**config.mk**
```make
export PLATFORM = sky130hd
export DESIGN_NAME = debi_bus_if
export DESIGN_NICKNAME = d
export VERILOG_FILES = /design/src/verilog/debi_phase_gen.v /design/src/verilog/debi_sync3.v /design/src/verilog/debi_bus_if.v
export VERILOG_INCLUDE_DIRS = /design/src /design/src/common
export SDC_FILE = /design/constraint.sdc
export NUM_CORES = 1
export LEC_CHECK = 0
export BUFFER_PORTS_ARGS = -buffer_cell sky130_fd_sc_hd__buf_2
export CORE_MARGIN = 8
export CORE_UTILIZATION = 45
export DETAILED_ROUTE_END_ITERATION = 12
export HOLD_SLACK_MARGIN = 0.1
export PLACE_DENSITY = 0.71
export SLEW_MARGIN = 20
export SYNTH_ARGS = -nofsm -noshare
export SYNTH_HDL_FRONTEND = slang
export SYNTH_SLANG_ARGS = --single-unit
```
**constraint.sdc**
```tcl
create_clock -name i_clk -period 2.1 [get_ports i_clk]
set_input_delay 0 -clock i_clk [delete_from_list [all_inputs] [get_ports i_clk]]
set_output_delay 0 -clock i_clk [all_outputs]
set_load 0.005 [all_outputs]
```
**src/common/debi_regs.vh**
```
// constants of the external bus interface
`ifndef DEBI_REGS_VH
`define DEBI_REGS_VH
`define DEBI_DW 16
`define DEBI_AW 16
`define DEBI_PORT_AW 4
`define DEBI_PORT_N 16
`define DEBI_PH_Q1 2'h0
`define DEBI_PH_Q2 2'h1
`define DEBI_PH_Q3 2'h2
`define DEBI_PH_Q4 2'h3
`define DEBI_HM_RESET 1'h1
`define DEBI_SP_PROG 2'h0
`define DEBI_SP_DATA 2'h1
`define DEBI_SP_IO 2'h2
`define DEBI_SP_NONE 2'h3
`define DEBI_SYNC_ONES 3'h7
`define DEBI_NEED_ONE 2'h1
`define DEBI_NEED_TWO 2'h2
`endif

```
**src/verilog/debi_phase_gen.v**
```verilog
// four-phase machine cycle generator and phase clock outputs
`include "debi_regs.vh"
module debi_phase_gen (
   input wire i_clk,
   input wire i_rst_n,
   output wire [1:0] o_phase,
   output wire o_cycle_end,
   output reg o_phase_clock_out_a,
   output reg o_phase_clock_out_b
);
   reg [1:0] ph_q;
   assign o_phase = ph_q;
   assign o_cycle_end = (ph_q == `DEBI_PH_Q4);
   // phase clocks are registered so they carry no decode glitches
   always @(posedge i_clk) begin
      if (!i_rst_n) begin
         ph_q <= `DEBI_PH_Q1;
         o_phase_clock_out_a <= 1'b0;
         o_phase_clock_out_b <= 1'b0;
      end else begin
         ph_q <= ph_q + 2'h1;
         // a high in q2,q3; b high in q3,q4: the pair names the phase
         o_phase_clock_out_a <= (ph_q == `DEBI_PH_Q1) ||
                                (ph_q == `DEBI_PH_Q2);
         o_phase_clock_out_b <= (ph_q == `DEBI_PH_Q2) ||
                                (ph_q == `DEBI_PH_Q3);
      end
   end
endmodule

```
**src/verilog/debi_sync3.v**
```verilog
// three-stage synchroniser with second/third stage agreement filter
module debi_sync3 (
   input wire i_clk,
   input wire i_rst_n,
   input wire i_rst_val,
   input wire i_async,
   output reg o_level
);
   reg s1_q;
   reg s2_q;
   reg s3_q;
   always @(posedge i_clk) begin
      // reset to the pin's idle level, so no false request follows reset
      if (!i_rst_n) begin
         s1_q <= i_rst_val;
         s2_q <= i_rst_val;
         s3_q <= i_rst_val;
         o_level <= i_rst_val;
      end else begin
         s1_q <= i_async;
         s2_q <= s1_q;
         s3_q <= s2_q;
         if (s2_q == s3_q) begin
            o_level <= s3_q;
         end
      end
   end
endmodule

```
**src/verilog/debi_bus_if.v**
```verilog
// external memory and i/o bus interface with dormant modes
//
// Contract
// dormant on idle, or hold low with halt bit
// all internal state kept while dormant
// hold-halt dormant floats every bus output
// idle dormant floats only data lines
// hold release or interrupt ends dormancy
// 16-bit data and address buses
// exactly one space select per access
// direction and strobe drive each transfer
// sixteen input and sixteen output ports
// port op two cycles, one repeated
// io uses shared bus, own select
// on-chip access floats data, controls high
// wait cycles inserted until ready
// all on-chip runs without waits
// on-chip program: in two, out one
// external fetch waits only on ready
// external data read at least two cycles
// external data write one or two cycles
// next fetch location changes cycle count
// four phases, two phase clock outputs
// halt bit set stops execution on hold
// bus restored before access, no glitch
`include "debi_regs.vh"
module debi_bus_if (
   input wire i_clk,
   input wire i_rst_n,
   // core request: one per instruction, held until o_core_done
   input wire i_req,
   input wire [1:0] i_req_space,
   input wire i_req_write,
   input wire i_req_ext,
   input wire i_req_repeat,
   input wire i_fetch_ext,
   input wire [`DEBI_AW-1:0] i_req_addr,
   input wire [`DEBI_DW-1:0] i_req_wdata,
   input wire i_hold_halt_mode_bit,
   input wire i_idle,
   input wire i_interrupt,
   output wire o_core_ready,
   output reg o_core_done,
   output reg [`DEBI_DW-1:0] o_core_rdata,
   output wire o_exec_run,
   output wire o_dormant,
   // external pins
   input wire i_hold_n,
   input wire i_ready,
   input wire [`DEBI_DW-1:0] i_data_lines,
   output reg [`DEBI_DW-1:0] o_data_lines,
   output wire o_data_lines_oe,
   output reg [`DEBI_AW-1:0] o_address_lines,
   output wire o_address_lines_oe,
   output reg o_program_space_select_n,
   output reg o_data_space_select_n,
   output reg o_io_space_select_n,
   output reg o_transfer_strobe_n,
   output reg o_read_write,
   output wire o_ctrl_oe,
   output wire o_hold_ack_n,
   output wire o_phase_clock_out_a,
   output wire o_phase_clock_out_b
);
   localparam ST_RUN = 4'h1;
   localparam ST_XFER = 4'h2;
   localparam ST_IDLE = 4'h4;
   localparam ST_HOLD = 4'h8;

   wire [1:0] phase;
   wire cyc_end;
   wire hold_n_s;
   wire ready_s;

   debi_phase_gen u_ph (
      .i_clk(i_clk),
      .i_rst_n(i_rst_n),
      .o_phase(phase),
      .o_cycle_end(cyc_end),
      .o_phase_clock_out_a(o_phase_clock_out_a),
      .o_phase_clock_out_b(o_phase_clock_out_b)
   );
   debi_sync3 u_hold (
      .i_clk(i_clk),
      .i_rst_n(i_rst_n),
      .i_rst_val(1'b1),
      .i_async(i_hold_n),
      .o_level(hold_n_s)
   );
   debi_sync3 u_rdy (
      .i_clk(i_clk),
      .i_rst_n(i_rst_n),
      .i_rst_val(1'b0),
      .i_async(i_ready),
      .o_level(ready_s)
   );

   reg [3:0] st_q;
   reg [1:0] cyc_q;
   reg [1:0] need_q;
   reg ext_q;
   reg drv_q;
   reg hold_seen_q;
   reg hold_halt_q;
   reg [1:0] need_d;
   reg [`DEBI_DW-1:0] rd_q;

   // cycles an instruction occupies, not counting ready waits
   always @* begin
      need_d = `DEBI_NEED_ONE;
      if (i_req_space == `DEBI_SP_IO) begin
         if (i_req_repeat) begin
            need_d = `DEBI_NEED_ONE;
         end else if (!i_fetch_ext && i_req_write) begin
            need_d = `DEBI_NEED_ONE;
         end else begin
            need_d = `DEBI_NEED_TWO;
         end
      end else if (i_req_ext && i_req_space == `DEBI_SP_DATA) begin
         if (!i_req_write) begin
            need_d = `DEBI_NEED_TWO;
         end else if (i_fetch_ext) begin
            need_d = `DEBI_NEED_TWO;
         end else begin
            need_d = `DEBI_NEED_ONE;
         end
      end
   end

   wire is_ext = i_req_ext || (i_req_space == `DEBI_SP_IO);
   wire hold_req = !hold_n_s;
   // hold is only honoured at a machine cycle boundary between transfers
   wire take_hold = hold_req && cyc_end && (st_q == ST_RUN);
   assign o_core_ready = (st_q == ST_RUN) && cyc_end && !hold_req &&
                         !i_idle;
   assign o_dormant = (st_q == ST_IDLE) ||
                      ((st_q == ST_HOLD) && hold_halt_q);
   // o_exec_run stays high under hold when the halt bit is clear, but o_core_ready stays low
   assign o_exec_run = !o_dormant;
   assign o_hold_ack_n = !(st_q == ST_HOLD);

   assign o_data_lines_oe = drv_q && (st_q == ST_XFER);
   assign o_address_lines_oe = (st_q != ST_HOLD);
   assign o_ctrl_oe = (st_q != ST_HOLD);

   always @(posedge i_clk) begin
      if (!i_rst_n) begin
         st_q <= ST_RUN;
         cyc_q <= 2'h0;
         need_q <= `DEBI_NEED_ONE;
         ext_q <= 1'b0;
         drv_q <= 1'b0;
         hold_seen_q <= 1'b0;
         hold_halt_q <= `DEBI_HM_RESET;
         o_core_done <= 1'b0;
         o_core_rdata <= {`DEBI_DW{1'b0}};
         rd_q <= {`DEBI_DW{1'b0}};
         o_data_lines <= {`DEBI_DW{1'b0}};
         o_address_lines <= {`DEBI_AW{1'b0}};
         o_program_space_select_n <= 1'b1;
         o_data_space_select_n <= 1'b1;
         o_io_space_select_n <= 1'b1;
         o_transfer_strobe_n <= 1'b1;
         o_read_write <= 1'b1;
      end else begin
         o_core_done <= 1'b0;
         hold_seen_q <= hold_req;
         case (st_q)
            ST_RUN: begin
               if (take_hold) begin
                  hold_halt_q <= i_hold_halt_mode_bit;
                  st_q <= ST_HOLD;
               end else if (cyc_end && i_idle) begin
                  st_q <= ST_IDLE;
               end else if (o_core_ready && i_req) begin
                  st_q <= ST_XFER;
                  cyc_q <= 2'h0;
                  need_q <= need_d;
                  ext_q <= is_ext;
                  drv_q <= is_ext && i_req_write;
                  o_read_write <= !(is_ext && i_req_write);
                  if (is_ext) begin
                     o_address_lines <= i_req_addr;
                     o_data_lines <= i_req_wdata;

                     o_program_space_select_n <=
                        !(i_req_space == `DEBI_SP_PROG);
                     o_data_space_select_n <=
                        !(i_req_space == `DEBI_SP_DATA);
                     o_io_space_select_n <= !(i_req_space == `DEBI_SP_IO);
                  end
               end
            end
            ST_XFER: begin
               // strobe low q2..q3 only, so it never glitches at edges
               o_transfer_strobe_n <= !(ext_q &&
                  (phase == `DEBI_PH_Q1 || phase == `DEBI_PH_Q2));
               // latch read data while the strobe is still low: the far
               // side may let the bus go as soon as the strobe rises
               if (ext_q && o_read_write && phase == `DEBI_PH_Q3) begin
                  rd_q <= i_data_lines;
               end
               if (cyc_end) begin
                  if (ext_q && !ready_s) begin
                     cyc_q <= cyc_q;
                  end else if (cyc_q + 2'h1 >= need_q) begin
                     st_q <= ST_RUN;
                     o_core_done <= 1'b1;
                     if (ext_q && o_read_write) begin
                        o_core_rdata <= rd_q;
                     end
                     // return selects and direction to inactive
                     o_program_space_select_n <= 1'b1;
                     o_data_space_select_n <= 1'b1;
                     o_io_space_select_n <= 1'b1;
                     o_read_write <= 1'b1;
                     drv_q <= 1'b0;
                  end else begin
                     cyc_q <= cyc_q + 2'h1;
                  end
               end
            end
            ST_IDLE: begin
               // address and controls keep their steady levels
               if (i_interrupt) begin
                  st_q <= ST_RUN;
               end
            end
            ST_HOLD: begin
               o_transfer_strobe_n <= 1'b1;
               if (!hold_req && !hold_seen_q) begin
                  st_q <= ST_RUN;
               end
            end
            default: begin
               st_q <= ST_RUN;
            end
         endcase
      end
   end
endmodule

```
==> reports/results.tsv <==
stage	metric	value	unit
synthesis	Synth area leader	dfxtp_1	
clock_tree	clock sinks	93	
cells_and_area	layout net count	668	
global_route	Congestion Overflow GR	0	
clock_tree	clock-pin slew on the worst setup and hold paths	0.08	ns
synthesis	EDFF count, synth	0	
synthesis	count of cell types in the netlist	43	
drt	wire length per cell	14.1	um
power_and_ir_drop	Cell Pwr Density	620	mW/mm2
timing	minimum clock period	1.96	ns
synthesis	register area share after synthesis	47.9	%
clock_tree	root buffer cell	clkbuf_8	
synthesis	syn_nets	494	
clock_tree	cts bufs inserted	9	
global_route	All-Layer GR Usage	16.8	%
floorplan	cell row count	34	
clock_tree	Post-CTS Setup Bufs	0	
timing	RSZ-0062 raised after global routing	no	
cells_and_area	area grow syn2layout	38.7	%
drt	post-route ant nets	0	
synthesis	post-synth top area share	47.9	%
drt	DRC Markers	0	
cells_and_area	commonest cells after routing, fill and taps aside	136 x nand2_1, 124 x buf_2, 93 x dfxtp_1	
drt	first drt pass iteration count	6	
clock_tree	clock buffer depth	2	
timing	Final Setup Violations	0	
worst_setup_path	Worst Setup End Kind	register	
synthesis	average size of a mapped cell	9.13	um2
cells_and_area	most common cell after layout, fill and taps aside	nand2_1	
timing	Hold Vio Cnt, Final	0	
cells_and_area	non-filler cells, final	714	
timing	max_slew headroom	66.6	%
floorplan	Die Wd	109	um
global_route	global-route wire length before repair	16.0	mm
floorplan	area of the core	0.00855	mm2
clock_tree	worst skew pair latency	0.36	ns
placed_design	Placed Cells	639	
drt	Routed WL	10.1	mm
power_and_ir_drop	Static Leak	2.16	nW
synthesis	FF+latch count, synth	93	
worst_setup_path	kind of critical path	register to register	
power_and_ir_drop	Max VDD drop	355	uV
run	Max Cap Violations	0	
hold_path	HP Class	input pin to register	
clock_tree	htree depth	3	
run_status	outcome	finished clean	
worst_setup_path	Crit Path Max Fanout	9	
clock_tree	CTS resizes	0	
timing	setup_tns	0	ns
synthesis	synth top area cells	dfxtp_1 48%, nand2_1 13%, a21boi_2 8.7%, mux2i_1 4.1%, a21boi_0 3.7%	
timing	Max Transition Viols Final	0	
floorplan	I/O pins	125	
clock_tree	CTS tree	built	
placed_design	hpwl dp	6.49	mm
floorplan	Initial Utilization	45.5	%
clock_tree	hold buffers post-CTS	58	
synthesis	asr flop ratio synth	0	%
placed_design	Placer Congestion	0.780	
synthesis	warnings from Yosys	0	
floorplan	Die ar.	0.0119	mm2
placed_design	PortBufs	124	
timing	Tcrit/Tclk final	93.2	%
timing	max frequency	511	MHz
synthesis	ys flop type	dfxtp_1	
drt	Iter 0 DRT Violations	147	
drt	vias per cell	4.91	
global_route	pin count of the biggest net entering global routing	113	
cells_and_area	layout cells sized above 1	30.0	%
drt	vias	3503	
timing	worst-case clock skew	0.00726	ns
timing	Worst Max-Slew Pin Slew	0.499	ns
global_route	vias in the first global route	3428	
synthesis	synthesized area	0.00389	mm2
worst_setup_path	crit path DAT	2.17	ns
floorplan	chip height	109	um
synthesis	Mapped Cells	426	
global_route	initial antenna violation count	0	
worst_setup_path	type of element launching the critical path	register	
worst_setup_path	Worst EP required	2.32	ns
## synthesized netlist by cell type, types with 6 or more instances
master / count
a21boi_0: 19
a21boi_2: 30
a21oi_1: 7
and2_1: 7
clkbuf_1: 17
dfxtp_1: 93
ha_1: 6
inv_1: 6
mux2i_1: 16
nand2_1: 136
nand2b_1: 9
nor2_1: 7
o21ai_0: 14
## state kept, by name, summed over array words and instances (netlist names), 2 cells and up
name	cells
o_address_lines	16
o_data_lines	16
st_q	4
rd_q	16
cyc_q	2
o_core_rdata	16
need_q	2
u_ph.o_phase	2
## final timing paths
| path | from | endpoint | depth (start not counted) | slack [ns] |
|---|---|---|---|---|
| worst min-delay path | i_rst_n | u_hold.s3_q | 3 | 0.11 |
| worst max-delay path | st_q[3] | o_program_space_select_n | 5 | 0.14 |
| worst min register to register | u_hold.s1_q | u_hold.s2_q | 1 | 0.43 |
| worst max register to register | st_q[3] | o_program_space_select_n | 5 | 0.14 |
## power by group
part | switching [mW] | leakage [nW] | total [mW] | internal [mW]
Combinational | 0.0990 | 1.30 | 0.260 | 0.161
Sequential | 0.0109 | 0.751 | 1.79 | 1.78
Clock | 0.596 | 0.105 | 1.29 | 0.695
## worst max-delay path: stages, from the launching register on
cell and delay [ns]:
dfxtp_1 0.48, nor4b_4 0.13, or4_1 0.42, dlygate4sd3_1 0.57, o32ai_1 0.11, o21ai_0 0.11
## through the flow
stage | setup slack, ns | power (mW) | util (%) | area, um2 | hold slack, ns
after global routing | 0.0295 | 3.48 | 63.0 | 5390 | 0.139
after CTS | 0.160 | 3.37 | 63.0 | 5390 | 0.102
final | 0.143 | 3.34 | 63.1 | 5390 | 0.108
after global placement | 0.322 | 2.00 | 53.7 | 4590 | 0.187
after floorplan | 0.369 | 1.92 | - | 3890 | 0.101
after detailed placement | 0.289 | 2.00 | 53.7 | 4590 | 0.192
## kinds of logic after synthesis
| kind of cell | count (synthesis) | synth area share, % |
|---|---|---|
| buffers and inverters | 32 | 4.22 |
| DFF | 93 | 47.9 |
| muxes | 16 | 4.12 |
| xor gates and xnor gates | 1 | 0.225 |
| adders and majority gates | 6 | 1.93 |
| and+or+nand+nor | 190 | 22.6 |
| AOI/OAI and AO/OA | 88 | 19.0 |
## final cells by class
cell class | instances | area, um2
multi-input cells | 301 | 1860
fillers | 702 | 3160
inverters | 6 | 22.5
well taps | 108 | 135
diodes | 2 | 5.00
clock buffers | 11 | 141
repair buffers | 189 | 1290
flip-flops and latches | 93 | 1860
clock inverters | 4 | 72.6
## routing by layer
metal,part of all wire (%),wire length [um],vias to the layer above,GRT usage [%]
met5,0,0,-,0
met4,2.7,273,0,9.68
met3,6.4,643,23,4.08
met2,49,4900,98,27.6
met1,42,4270,1606,19.6
li1,-,-,1776,-
No activity file was read; power rests on OpenSTA's default activity.
